[src/fcsr_map.vh]
// register map, command codes, status fields and timing for the flash host controller
`ifndef FCSR_MAP_VH
`define FCSR_MAP_VH

// host register offsets (word index)
`define FCSR_REG_CTRL 4'h0
`define FCSR_REG_CMD 4'h1
`define FCSR_REG_STAT 4'h2
`define FCSR_REG_OPST 4'h3
`define FCSR_REG_DATA 4'h4

// control register fields
`define FCSR_CTRL_RESET 0
`define FCSR_CTRL_AUTO 1

// command register fields: [7:0] setup code, [15:8] confirm code, [16] two-cycle flag
`define FCSR_CMD_TWO 16

// device command codes
`define FCSR_CODE_READ_ARRAY 8'hff
`define FCSR_CODE_READ_STATUS 8'h70
`define FCSR_CODE_CLEAR_STATUS 8'h50

// operation status bits
`define FCSR_OPST_RESET 8'h80
`define FCSR_OPST_READY 7
`define FCSR_OPST_ESUSP 6
`define FCSR_OPST_ERASE_ERR 5
`define FCSR_OPST_PROG_ERR 4
`define FCSR_OPST_VOLT_ERR 3
`define FCSR_OPST_PSUSP 2
`define FCSR_OPST_LOCK_ERR 1

// timing in ns
`define FCSR_CLK_NS 25
`define FCSR_RESET_PULSE_MIN_NS 25000
`define FCSR_WAKE_READ_DELAY_NS 210
`define FCSR_RESET_TO_WRITE_NS 210
`define FCSR_BUS_STROBE_NS 75

`endif

[src/fcsr_bus_cycle.v]
// one asynchronous flash bus cycle (write or read) with fixed strobe width
`include "fcsr_map.vh"

module fcsr_bus_cycle #(
    parameter STROBE_CYC = (`FCSR_BUS_STROBE_NS + `FCSR_CLK_NS - 1) / `FCSR_CLK_NS
) (
    input wire clk,
    input wire rst,
    input wire start,
    input wire is_write,
    input wire [15:0] wdata,
    input wire [15:0] dq_in,
    output reg busy_q,
    output reg done_q,
    output reg [15:0] rdata_q,
    output reg ce_n_q,
    output reg oe_n_q,
    output reg we_n_q,
    output reg [15:0] dq_out_q,
    output reg dq_oe_q
);
    reg [7:0] cnt_q;
    reg wr_q;
    reg [15:0] dq_s1_q;
    reg [15:0] dq_s2_q;

    always @(posedge clk or posedge rst) begin
        if (rst) begin
            dq_s1_q <= 16'h0000;
            dq_s2_q <= 16'h0000;
        end else begin
            dq_s1_q <= dq_in;
            dq_s2_q <= dq_s1_q;
        end
    end

    always @(posedge clk or posedge rst) begin
        if (rst) begin
            busy_q <= 1'b0;
            done_q <= 1'b0;
            rdata_q <= 16'h0000;
            ce_n_q <= 1'b1;
            oe_n_q <= 1'b1;
            we_n_q <= 1'b1;
            dq_out_q <= 16'h0000;
            dq_oe_q <= 1'b0;
            cnt_q <= 8'h00;
            wr_q <= 1'b0;
        end else begin
            done_q <= 1'b0;
            if (!busy_q) begin
                if (start) begin
                    busy_q <= 1'b1;
                    wr_q <= is_write;
                    ce_n_q <= 1'b0;
                    oe_n_q <= is_write;
                    we_n_q <= ~is_write;
                    dq_out_q <= wdata;
                    dq_oe_q <= is_write;
                    cnt_q <= 8'h00;
                end
            end else if (cnt_q < STROBE_CYC[7:0] + 8'h02) begin
                cnt_q <= cnt_q + 8'h01;
            end else begin
                // device latches on the rising strobe; oe high re-arms the status latch, ce high alone does not
                if (!wr_q) begin
                    rdata_q <= dq_s2_q;
                end
                ce_n_q <= 1'b1;
                oe_n_q <= 1'b1;
                we_n_q <= 1'b1;
                dq_oe_q <= 1'b0;
                busy_q <= 1'b0;
                done_q <= 1'b1;
            end
        end
    end
endmodule // fcsr_bus_cycle

[src/fcsr_host.v]
// host controller: resets the flash, issues commands, polls the operation status
`include "fcsr_map.vh"

module fcsr_host #(
    parameter RESET_PULSE_CYC = (`FCSR_RESET_PULSE_MIN_NS + `FCSR_CLK_NS - 1) / `FCSR_CLK_NS,
    parameter WAKE_CYC = (`FCSR_WAKE_READ_DELAY_NS + `FCSR_CLK_NS - 1) / `FCSR_CLK_NS,
    parameter WRITE_WAIT_CYC = (`FCSR_RESET_TO_WRITE_NS + `FCSR_CLK_NS - 1) / `FCSR_CLK_NS
) (
    input wire clk,
    input wire rst,
    input wire [3:0] reg_addr,
    input wire [31:0] reg_wdata,
    input wire reg_write,
    input wire reg_read,
    output reg [31:0] reg_rdata_q,
    output reg reset_powerdown_n_q,
    output reg chip_select_combo_n_q,
    output reg oe_n_q,
    output reg we_n_q,
    input wire [15:0] dq_in,
    output reg [15:0] dq_out_q,
    output reg dq_oe_q,
    input wire ready_busy_output
);
    localparam ST_RESET = 3'd0;
    localparam ST_WAKE = 3'd1;
    localparam ST_IDLE = 3'd2;
    localparam ST_SETUP = 3'd3;
    localparam ST_CONFIRM = 3'd4;
    localparam ST_POLL = 3'd5;

    reg [2:0] state_q;
    reg [15:0] cnt_q;
    reg [16:0] cmd_q;
    reg [7:0] opst_q;
    reg [15:0] data_q;
    reg auto_q;
    reg cmd_err_q;
    reg cyc_start;
    reg cyc_write;
    reg [15:0] cyc_wdata;
    reg rb_s1_q;
    reg rb_s2_q;
    wire cyc_busy;
    wire cyc_done;
    wire [15:0] cyc_rdata;
    wire cyc_ce_n;
    wire cyc_oe_n;
    wire cyc_we_n;
    wire [15:0] cyc_dq;
    wire cyc_dq_oe;
    wire ready = (state_q == ST_IDLE);
    wire two_cycle = cmd_q[`FCSR_CMD_TWO];

    fcsr_bus_cycle u_cycle (
        .clk(clk),
        .rst(rst),
        .start(cyc_start),
        .is_write(cyc_write),
        .wdata(cyc_wdata),
        .dq_in(dq_in),
        .busy_q(cyc_busy),
        .done_q(cyc_done),
        .rdata_q(cyc_rdata),
        .ce_n_q(cyc_ce_n),
        .oe_n_q(cyc_oe_n),
        .we_n_q(cyc_we_n),
        .dq_out_q(cyc_dq),
        .dq_oe_q(cyc_dq_oe)
    );

    always @(posedge clk or posedge rst) begin
        if (rst) begin
            rb_s1_q <= 1'b0;
            rb_s2_q <= 1'b0;
        end else begin
            rb_s1_q <= ready_busy_output;
            rb_s2_q <= rb_s1_q;
        end
    end

    // register pins so every output comes from a flip-flop; flash reset is held low in rst and in ST_RESET
    always @(posedge clk or posedge rst) begin
        if (rst) begin
            reset_powerdown_n_q <= 1'b0;
            chip_select_combo_n_q <= 1'b1;
            oe_n_q <= 1'b1;
            we_n_q <= 1'b1;
            dq_out_q <= 16'h0000;
            dq_oe_q <= 1'b0;
        end else begin
            reset_powerdown_n_q <= (state_q != ST_RESET);
            chip_select_combo_n_q <= cyc_ce_n;
            oe_n_q <= cyc_oe_n;
            we_n_q <= cyc_we_n;
            dq_out_q <= cyc_dq;
            dq_oe_q <= cyc_dq_oe;
        end
    end

    always @* begin
        cyc_start = 1'b0;
        cyc_write = 1'b1;
        cyc_wdata = 16'h0000;
        case (state_q)
            ST_SETUP: begin
                cyc_start = !cyc_busy && !cyc_done;
                cyc_wdata = {8'h00, cmd_q[7:0]};
            end
            ST_CONFIRM: begin
                cyc_start = !cyc_busy && !cyc_done;
                cyc_wdata = {8'h00, cmd_q[15:8]};
            end
            ST_POLL: begin
                cyc_start = !cyc_busy && !cyc_done && (cnt_q == 16'h0000);
                cyc_write = 1'b0;
            end
            default: begin
                cyc_start = 1'b0;
            end
        endcase
    end

    always @(posedge clk or posedge rst) begin
        if (rst) begin
            state_q <= ST_RESET;
            cnt_q <= 16'h0000;
            cmd_q <= 17'h0_0000;
            opst_q <= `FCSR_OPST_RESET;
            data_q <= 16'h0000;
            auto_q <= 1'b1;
            cmd_err_q <= 1'b0;
        end else begin
            if (reg_write && reg_addr == `FCSR_REG_CTRL) begin
                auto_q <= reg_wdata[`FCSR_CTRL_AUTO];
            end
            case (state_q)
                ST_RESET: begin
                    if (cnt_q >= RESET_PULSE_CYC[15:0] - 16'h0001) begin
                        cnt_q <= 16'h0000;
                        state_q <= ST_WAKE;
                    end else begin
                        cnt_q <= cnt_q + 16'h0001;
                    end
                end
                ST_WAKE: begin
                    // both delays must pass and the flash must report ready
                    if (cnt_q >= WAKE_CYC[15:0] && cnt_q >= WRITE_WAIT_CYC[15:0]
                            && rb_s2_q) begin
                        state_q <= ST_IDLE;
                        opst_q <= `FCSR_OPST_RESET;
                    end else if (cnt_q != 16'hffff) begin
                        cnt_q <= cnt_q + 16'h0001;
                    end
                end
                ST_IDLE: begin
                    if (reg_write && reg_addr == `FCSR_REG_CTRL
                            && reg_wdata[`FCSR_CTRL_RESET]) begin
                        cnt_q <= 16'h0000;
                        state_q <= ST_RESET;
                    end else if (reg_write && reg_addr == `FCSR_REG_CMD) begin
                        cmd_q <= reg_wdata[16:0];
                        cmd_err_q <= 1'b0;
                        state_q <= ST_SETUP;
                    end
                end
                ST_SETUP: begin
                    if (cyc_done) begin
                        if (two_cycle) begin
                            state_q <= ST_CONFIRM;
                        end else if (cmd_q[7:0] == `FCSR_CODE_READ_STATUS
                                || cmd_q[7:0] == `FCSR_CODE_CLEAR_STATUS) begin
                            cnt_q <= 16'h0000;
                            state_q <= ST_POLL;
                        end else begin
                            state_q <= ST_IDLE;
                        end
                    end
                end
                ST_CONFIRM: begin
                    if (cyc_done) begin
                        cnt_q <= 16'h0000;
                        state_q <= auto_q ? ST_POLL : ST_IDLE;
                    end
                end
                ST_POLL: begin
                    // a fresh read cycle per sample; oe rises between reads
                    if (cyc_done) begin
                        data_q <= cyc_rdata;
                        opst_q <= cyc_rdata[7:0];
                        if (cyc_rdata[15:8] != 8'h00) begin
                            cmd_err_q <= 1'b1;
                        end
                        if (cyc_rdata[`FCSR_OPST_READY]) begin
                            state_q <= ST_IDLE;
                        end else begin
                            cnt_q <= 16'h0001;
                        end
                    end else if (cnt_q != 16'h0000) begin
                        cnt_q <= 16'h0000;
                    end
                end
                default: begin
                    state_q <= ST_IDLE;
                end
            endcase
        end
    end

    // read port; operation_status fields decoded for software
    always @(posedge clk or posedge rst) begin
        if (rst) begin
            reg_rdata_q <= 32'h0000_0000;
        end else if (reg_read) begin
            case (reg_addr)
                `FCSR_REG_CTRL: reg_rdata_q <= {30'h0000_0000, auto_q, 1'b0};
                `FCSR_REG_CMD: reg_rdata_q <= {15'h0000, cmd_q};
                `FCSR_REG_STAT: reg_rdata_q <= {16'h0000, 7'h00,
                    opst_q[`FCSR_OPST_ESUSP],
                    opst_q[`FCSR_OPST_PSUSP],
                    opst_q[`FCSR_OPST_VOLT_ERR],
                    opst_q[`FCSR_OPST_LOCK_ERR],
                    opst_q[`FCSR_OPST_ERASE_ERR:`FCSR_OPST_PROG_ERR],
                    cmd_err_q, rb_s2_q, ready};
                `FCSR_REG_OPST: reg_rdata_q <= {24'h00_0000, opst_q};
                `FCSR_REG_DATA: reg_rdata_q <= {16'h0000, data_q};
                default: reg_rdata_q <= 32'h0000_0000;
            endcase
        end else begin
            reg_rdata_q <= 32'h0000_0000;
        end
    end
endmodule // fcsr_host

[config.mk]
export PLATFORM = sky130hd
export DESIGN_NAME = fcsr_host
export DESIGN_NICKNAME = d
export VERILOG_FILES = /design/src/fcsr_bus_cycle.v /design/src/fcsr_host.v
export VERILOG_INCLUDE_DIRS = /design/src
export SDC_FILE = /design/constraint.sdc
export NUM_CORES = 1
export LEC_CHECK = 0
export BUFFER_PORTS_ARGS = -buffer_cell sky130_fd_sc_hd__buf_2
export CAP_MARGIN = 20
export CORE_ASPECT_RATIO = 1.75
export CORE_MARGIN = 1.5
export CORE_UTILIZATION = 51
export CTS_CLUSTER_DIAMETER = 30
export DETAILED_ROUTE_END_ITERATION = 10
export PLACE_DENSITY = 0.87
export REMOVE_ABC_BUFFERS = 1
export SLEW_MARGIN = 10
export SYNTH_ARGS = -nofsm -noshare
export SYNTH_HDL_FRONTEND = slang
export SYNTH_SLANG_ARGS = --single-unit
[constraint.sdc]
create_clock -name clk -period 5.1 [get_ports clk]
set_input_delay 1.02 -clock clk [delete_from_list [all_inputs] [get_ports clk]]
set_output_delay 1.02 -clock clk [all_outputs]
set_load 0.02 [all_outputs]
==> impl_metrics.py, run 1 <==
metrics = {
    "sta": {
        "relSlewSlack_pct": 41.39,
        "hold_viol_final": 0,
        "worstMarginPinSlew_ns": 0.8791,
        "skew_ns": 0.007419,
        "fin_crit_sh_pct": 60.36,
        "tns_ns": 0,
        "period_minus_slack_ns": 3.078,
        "slew_violations": 0,
        "max_freq_ghz": 0.3249,
        "setup_viol": 0,
        "layout_setup_ws_ns": 2.022,
        "rsz0062_at_grt": "no",
    },
    "critical_path": {
        "slowest_delay_ns": 0.58,
        "end_kind": "flip-flop",
        "reg2reg_depth": 6,
        "arrival_ns": 3.42,
        "path_delay_family": "simple AND/OR/NAND/NOR gates",
        "critical_path.cell_chain": "buf_2, or4_1, o21ai_1, and3_1, nand2_2, or4_1, a21oi_1",
        "startpoint": "reg_addr[1]",
        "r2r_start": "cmd_q[1]",
        "cp.required_ns": 5.44,
        "startpoint_type": "input pin",
        "r2r-end": "cnt_q[10]",
        "crit_cells": 7,
        "path_buf_inv": 1,
        "crit_path_top_delay_cell": "or4_1",
        "setup.worst_path.end": "cnt_q[10]",
        "cp_max_fo": 25,
        "r2r_slack_ns": 2.11,
        "crit_type": "input pin to flip-flop",
        "cpMostUsedCell": "or4_1",
    },
    "run_status": {
        "status": "completed",
    },
    "clock_tree": {
        "cts_buffers": 17,
        "path_clk_slew_ns": 0.06,
        "clk_latency_ns": 0.42,
        "cts_resized": 0,
        "h-tree-depth": 4,
        "root_buffer": "clkbuf_16",
        "ctsHoldBuffers": 0,
        "postCtsSetupRepairBufs": 0,
        "clock-sinks": 165,
        "cts_tree": "done",
        "cts_buffer_depth": 2,
    },
    "global_routing": {
        "grt_max_degree": 101,
        "grt_pass1_wl_mm": 23.78,
        "grt_pass1_vias": 4857,
        "antenna_found_initial": 0,
        "grt_usage_pct": 21.88,
        "grt-ovfl-total": 0,
    },
    "layout": {
        "drive_above_1_share_pct": 29.89,
        "syn_to_final_growth_pct": 14.61,
        "design_area_sq_um": 7791,
        "num_antenna_cells": 0,
        "num-nets-final": 680,
    },
    "placed_design": {
        "routabilityCongestion": 0.9017,
        "io_buffers": 71,
        "place_area_sq_um": 7214,
        "preCtsSetupSlack_ns": 1.705,
        "detailed_place_hpwl_mm": 9.910,
    },
    "pwr": {
        "vdd.ir_drop.worst_v": 0.0002530,
        "p_seq_share_pct": 45.9,
        "pwr-share-comb_pct": 22.7,
        "p_switching_mw": 1.302,
        "leakage_nw": 3.700,
        "p_per_area_nw_per_um2": 495.3,
        "p_int_mw": 2.557,
        "p_sw_share_pct": 33.73,
        "clkPwrFrac_pct": 31.4,
    },
    "floorplan": {
        "die_w_microns": 90.27,
        "dieHeight_microns": 155.7,
        "core-area_sq_um": 12940,
        "rows": 55,
        "ios": 110,
        "start_util_pct": 52.54,
        "dieArea_sq_um": 14060,
    },
    "synthesis": {
        "avgSynthCellArea_sq_um": 12.40,
        "ys_types": 65,
        "yosysWarnings": 0,
        "ys.flop_type": "dfrtp_1",
        "synth_edf_count": 0,
        "ys_ff_latch": 165,
        "async_flop_share_pct": 100.0,
        "synthCells": 548,
        "yosysSeqAreaShare_pct": 60.89,
        "synth.cell_area_sq_um": 6798,
    },
    "worst_hold_path": {
        "min-delay-start": "u_cycle.dq_s1_q[1]",
        "hold_class": "flip-flop to flip-flop",
    },
    "route": {
        "drt_first_pass_iters": 6,
        "avgViaCountPerCell": 5.873,
        "drt_iter0_drc": 412,
        "routed_wl_mm": 14.58,
        "wl_per_cell_microns": 18.23,
        "remaining_drc_errors": 0,
        "ant_nets": 0,
        "vias": 4698,
    },
    "flow_run": {
        "maxCapViolCount": 0,
    },
}
==> placed cells by master, fill, tap and decap left out, types with 3 or more instances in the layout <==
master / count
nor4_1: 5
nand4_1: 8
inv_6: 7
a21oi_1: 28
nand2b_1: 6
conb_1: 23
nor2_1: 37
o31ai_1: 5
clkbuf_16: 17
mux2_2: 52
and2_1: 3
a21o_1: 4
or3_1: 6
mux2i_1: 4
a22o_1: 8
inv_1: 13
a222oi_1: 9
dfrtp_1: 157
buf_2: 71
nor3_1: 5
and3_1: 7
nand3b_1: 4
or4_1: 11
o21ai_0: 11
a22oi_1: 15
buf_4: 7
ha_1: 7
o31a_2: 3
nor2b_1: 7
nand3_1: 13
nand2_1: 18
dfstp_2: 8
==> Yosys cell counts, types with 2 or more instances <==
master / count / area share [%]
a211oi_1: 3 / 0.33
a21o_1: 4 / 0.44
a21oi_1: 28 / 2.1
a222oi_1: 9 / 1.3
a22o_1: 8 / 1.0
a22oi_1: 15 / 1.7
a31oi_1: 2 / 0.18
and2_1: 3 / 0.28
and3_1: 7 / 0.64
and4_1: 2 / 0.26
and4_2: 2 / 0.29
buf_1: 2 / 0.11
buf_2: 9 / 0.66
buf_4: 23 / 2.5
buf_6: 2 / 0.33
clkbuf_1: 15 / 0.83
dfrtp_1: 157 / 58
dfstp_2: 8 / 3.1
ha_1: 7 / 1.3
inv_1: 14 / 0.77
mux2_2: 52 / 8.6
mux2i_1: 4 / 0.59
nand2_1: 18 / 0.99
nand2b_1: 6 / 0.55
nand3_1: 13 / 0.96
nand3b_1: 4 / 0.44
nand4_1: 8 / 0.74
nor2_1: 37 / 2.0
nor2b_1: 7 / 0.64
nor3_1: 5 / 0.37
nor3b_1: 2 / 0.22
nor4_1: 5 / 0.46
o211a_1: 2 / 0.29
o211ai_1: 2 / 0.22
o21a_1: 2 / 0.22
o21ai_0: 11 / 0.81
o31a_2: 3 / 0.44
o31ai_1: 5 / 0.55
or3_1: 6 / 0.55
or4_1: 11 / 1.2
==> per-stage QoR <==
stage,utilization [%],instances,power (mW),hold slack (ns)
after floorplan,-,519,2.334,0.3312
after global placement,55.76,768,2.560,0.3329
after detailed placement,55.76,768,2.627,0.3347
after CTS,60.22,800,3.869,0.3494
after global routing,60.22,800,4.054,0.3542
final,60.22,800,3.859,0.3473
==> power groups by stage <==
stage          registers [mW]  clock network, mW  logic (mW)
2_1_floorplan            1.78                  0       0.555
3_3_place_gp             1.77                  0       0.793
3_5_place_dp             1.78                  0       0.842
4_1_cts                  1.76               1.24       0.871
5_1_grt                  1.80               1.30       0.960
6_report                 1.77               1.21       0.877
==> worst min path at each step <==
stage / cells after the start / endpoint / slack [ns]
2_1_floorplan: 0 / rb_s2_q / 0.33
3_3_place_gp: 0 / u_cycle.dq_s2_q[10] / 0.33
3_5_place_dp: 0 / u_cycle.dq_s2_q[1] / 0.33
4_1_cts: 0 / u_cycle.dq_s2_q[4] / 0.35
5_1_grt: 0 / u_cycle.dq_s2_q[2] / 0.35
6_report: 0 / u_cycle.dq_s2_q[1] / 0.35
==> registers in the layout, indices dropped and copies added (netlist names), 3 cells and up <==
register	cells
cmd_q	17
cnt_q	16
data_q	16
dq_out_q	8
opst_q	8
reg_rdata_q	17
state_q	3
u_cycle.cnt_q	8
u_cycle.dq_out_q	8
u_cycle.dq_s1_q	16
u_cycle.dq_s2_q	16
u_cycle.rdata_q	16
==> worst reg2reg max path, cell delays in order, from the launching register on <==
cell     delay, ns
dfrtp_1       0.44
or4_1         0.56
o41ai_1       0.56
and3_1        0.33
nand2_2       0.27
or4_1         0.58
a21oi_1       0.16
==> logic make-up (layout without fill, tap and decap cells) <==
family | Yosys count | count (layout) | share of synthesized area, %
xor gates and xnor gates | 1 | 1 | 0.1289
DFF | 165 | 165 | 60.89
other | 1 | 23 | 0.05517
muxes | 56 | 56 | 9.203
AOI/OAI and AO/OA | 104 | 104 | 10.73
and+or+nand+nor | 149 | 149 | 12.46
buffers and inverters | 65 | 124 | 5.246
adders and majority gates | 7 | 7 | 1.288
==> per-layer routing <==
layer	GRT usage [%]	part of all wire, %	vias to the layer above	wire length [microns]
li1	-	-	2081	-
met1	22.88	35	2295	5085
met2	38.67	53	251	7793
met3	5.263	5.9	71	864
met4	14.74	5.8	0	839
met5	0	0	-	0
==> layout make-up <==
class,instances,area (sq um)
fill,1024,5146
clock inverter,14,137.6
sequential,165,4139
clock buffer,18,439.2
timing repair buffer,78,407.9
inverter,14,57.56
multi-input combinational,340,2396
tap,171,214.0
Note: power is estimated with default switching activity, not from simulation.
==> inputs of run 2 (changes only) <==
--- a/config.mk
+++ b/config.mk
@@ -6,14 +6,15 @@
 export SDC_FILE = /design/constraint.sdc
 export NUM_CORES = 1
 export LEC_CHECK = 0
+export ABC_AREA = 1
 export BUFFER_PORTS_ARGS = -buffer_cell sky130_fd_sc_hd__buf_2
 export CAP_MARGIN = 20
 export CORE_ASPECT_RATIO = 1.75
 export CORE_MARGIN = 1.5
-export CORE_UTILIZATION = 51
+export CORE_UTILIZATION = 57
 export CTS_CLUSTER_DIAMETER = 30
 export DETAILED_ROUTE_END_ITERATION = 10
-export PLACE_DENSITY = 0.87
+export PLACE_DENSITY = 0.91
 export REMOVE_ABC_BUFFERS = 1
 export SLEW_MARGIN = 10
 export SYNTH_ARGS = -nofsm -noshare
==> constraint.sdc (replaced) <==
create_clock -name clk -period 3 [get_ports clk]
set_input_delay 0.6 -clock clk [delete_from_list [all_inputs] [get_ports clk]]
set_output_delay 0.6 -clock clk [all_outputs]
set_load 0.02 [all_outputs]
==> impl_metrics.py, run 2 <==
metrics = {
    "clock_tree": {
        "ctsHoldBuffers": 0,
        "clk_latency_ns": 0.43,
        "clock-sinks": 165,
        "cts_tree": "done",
        "cts_resized": 0,
        "postCtsSetupRepairBufs": 0,
        "cts_buffer_depth": 2,
        "root_buffer": "clkbuf_16",
        "path_clk_slew_ns": 0.07,
        "cts_buffers": 17,
        "h-tree-depth": 4,
    },
    "synthesis": {
        "ys_types": 38,
        "synth_area_leader_cell": "dfrtp_1",
        "ys.flop_type": "dfrtp_1",
        "ys_ff_latch": 165,
        "post-synth-top-count-cell": "nand2_1",
        "synthCells": 830,
        "synth_top_area_share_pct": 54.06,
        "synth_area_leaders": "dfrtp_1 54%, nand2_1 11%, nand3_1 4.8%",
        "async_flop_share_pct": 100.0,
        "synth_edf_count": 0,
        "yosysSeqAreaShare_pct": 56.96,
        "yosysWarnings": 0,
        "avgSynthCellArea_sq_um": 8.755,
        "synth.cell_area_sq_um": 7267,
        "netlist_top_cells_count": "222 x nand2_1, 157 x dfrtp_1, 89 x inv_1, 89 x nor2_1, 70 x nand3_1",
    },
    "floorplan": {
        "dieHeight_microns": 152.4,
        "start_util_pct": 58.45,
        "dieArea_sq_um": 13460,
        "ios": 110,
        "core-area_sq_um": 12430,
        "rows": 54,
        "die_w_microns": 88.36,
    },
    "route": {
        "ant_nets": 0,
        "drt_first_pass_iters": 6,
        "met2_length_mm": 9.270,
        "routed_wl_mm": 17.24,
        "drt-met1-wl_mm": 5.928,
        "drt_iter0_drc": 510,
        "vias": 5926,
        "wl_per_cell_microns": 15.93,
        "remaining_drc_errors": 0,
        "highest_layer": "met4",
        "avgViaCountPerCell": 5.477,
        "wl_met3_microns": 864,
    },
    "critical_path": {
        "cp.required_ns": 3.27,
        "crit_type": "flip-flop to flip-flop",
        "cpMostUsedCell": "nor2_1",
        "arrival_ns": 2.46,
        "reg2reg_depth": 8,
        "crit_cells": 8,
        "cp_max_fo": 24,
        "slowest_delay_ns": 0.52,
        "end_kind": "flip-flop",
        "critical_path.cell_chain": "inv_1, ha_1, o211ai_1, nor2_1, nor2_1, nand2_1, nor2_1, a21oi_1",
        "path_buf_inv": 1,
        "path_delay_family": "simple AND/OR/NAND/NOR gates",
        "startpoint_type": "flip-flop",
        "crit_path_top_delay_cell": "nand2_1",
    },
    "layout": {
        "fin_util_pct": 66.19,
        "num-nets-final": 966,
        "syn_to_final_growth_pct": 13.24,
        "layout_commonest_cell": "nand2_1",
        "stdcell_count": 1082,
        "layout_common_cells": "222 x nand2_1, 157 x dfrtp_1, 89 x nor2_1",
        "design_area_sq_um": 8229,
        "drive_above_1_share_pct": 15.32,
        "num_antenna_cells": 0,
        "reg.largest.list": "cmd_q: 17 flops, reg_rdata_q: 17 flops",
    },
    "placed_design": {
        "place_area_sq_um": 7665,
        "routabilityCongestion": 1.013,
        "detailed_place_hpwl_mm": 11.80,
        "dp_cells": 1051,
        "io_buffers": 71,
    },
    "sta": {
        "fin_crit_sh_pct": 72.92,
        "skew_ns": 0.01082,
        "worstMarginPinSlew_ns": 0.8095,
        "max_freq_ghz": 0.4571,
        "slew_violations": 0,
        "period_minus_slack_ns": 2.188,
        "hold_viol_final": 0,
        "whs_ns": 0.2399,
        "relSlewSlack_pct": 45.90,
        "rsz0062_at_grt": "no",
        "setup_viol": 0,
    },
    "global_routing": {
        "grt_usage_pct": 27.78,
        "grt_pass1_vias": 6082,
        "antenna_found_initial": 0,
        "grt_pass1_wl_mm": 28.55,
        "grt_max_degree": 65,
        "grt-ovfl-total": 0,
    },
    "run_status": {
        "status": "completed",
    },
    "pwr": {
        "vdd.ir_drop.worst_v": 0.0005438,
        "leakage_nw": 4.283,
        "p_per_area_nw_per_um2": 547.8,
    },
    "worst_hold_path": {
        "hold_class": "input pin to async pin",
    },
    "flow_run": {
        "maxCapViolCount": 0,
    },
}
-- run 2: changes by cell type in the layout (fill, tap and decap cells not counted), moves of 7 or more --
cell,previous run,this run
a222oi_1,9,0
a22o_1,8,1
a22oi_1,15,0
and3_1,7,0
inv_1,13,88
mux2_2,52,0
nand2_1,18,222
nand3_1,13,70
nor2_1,37,89
nor2b_1,7,0
o21ai_0,11,30
o22ai_1,1,15
or4_1,11,0
-- run 2: kinds of logic (layout without fill, tap and decap cells) --
kind of cell,Yosys count,after routing,share of synthesized area [%]
AO/OA/AOI/OAI,95,95,7.266
XOR/XNOR,8,8,0.9642
adder cells (fa/ha/maj),7,7,1.205
buffers and inverters,142,204,9.211
flip-flops,165,165,56.96
other,1,23,0.05160
AND/OR/NAND/NOR,412,412,24.35
-- run 2: area by class of cell --
cell class              count  area (sq um)
well taps                 168         210.2
multi-input cells         545          2541
clock buffers              18         439.2
flip-flops and latches    165          4139
clock inverters            13         125.1
inverters                  97         369.1
fillers                   989          4203
repair buffers             76         405.4
-- run 2: routing by layer --
metal / track usage (%) / up-vias
li1: - / 2725
met1: 29.22 / 2843
met2: 48.42 / 269
met3: 4.875 / 89
met4: 19.35 / 0
met5: 0 / -
-- run 2: metrics by stage --
step / TNS, ns / setup slack (ns) / power [mW]
2_1_floorplan: -328.17 / -2.048 / 2.392
3_3_place_gp: 0 / 0.8518 / 2.454
3_5_place_dp: 0 / 0.8131 / 2.459
4_1_cts: 0 / 0.8287 / 4.522
5_1_grt: 0 / 0.5772 / 4.640
6_report: 0 / 0.8124 / 4.508
-- run 2: worst paths after layout --
check,startpoint,endpoint,slack (ns)
hold / removal,rst,reg_rdata_q[14],0.24
setup / recovery,u_cycle.cnt_q[0],u_cycle.rdata_q[6],0.81
setup reg to reg,u_cycle.cnt_q[0],u_cycle.rdata_q[6],0.81
min in group clk,dq_in[1],u_cycle.dq_s1_q[1],0.27
max in group asynchronous,rst,opst_q[7],1.94
hold reg to reg,u_cycle.dq_s1_q[11],u_cycle.dq_s2_q[11],0.35
-- run 2: power breakdown --
group / leakage, nW / switching, mW / total [mW] / internal (mW)
clock network: 0.272 / 0.915 / 2.09 / 1.17
registers: 2.11 / 0.0157 / 2.27 / 2.26
logic: 1.90 / 0.112 / 0.146 / 0.0338
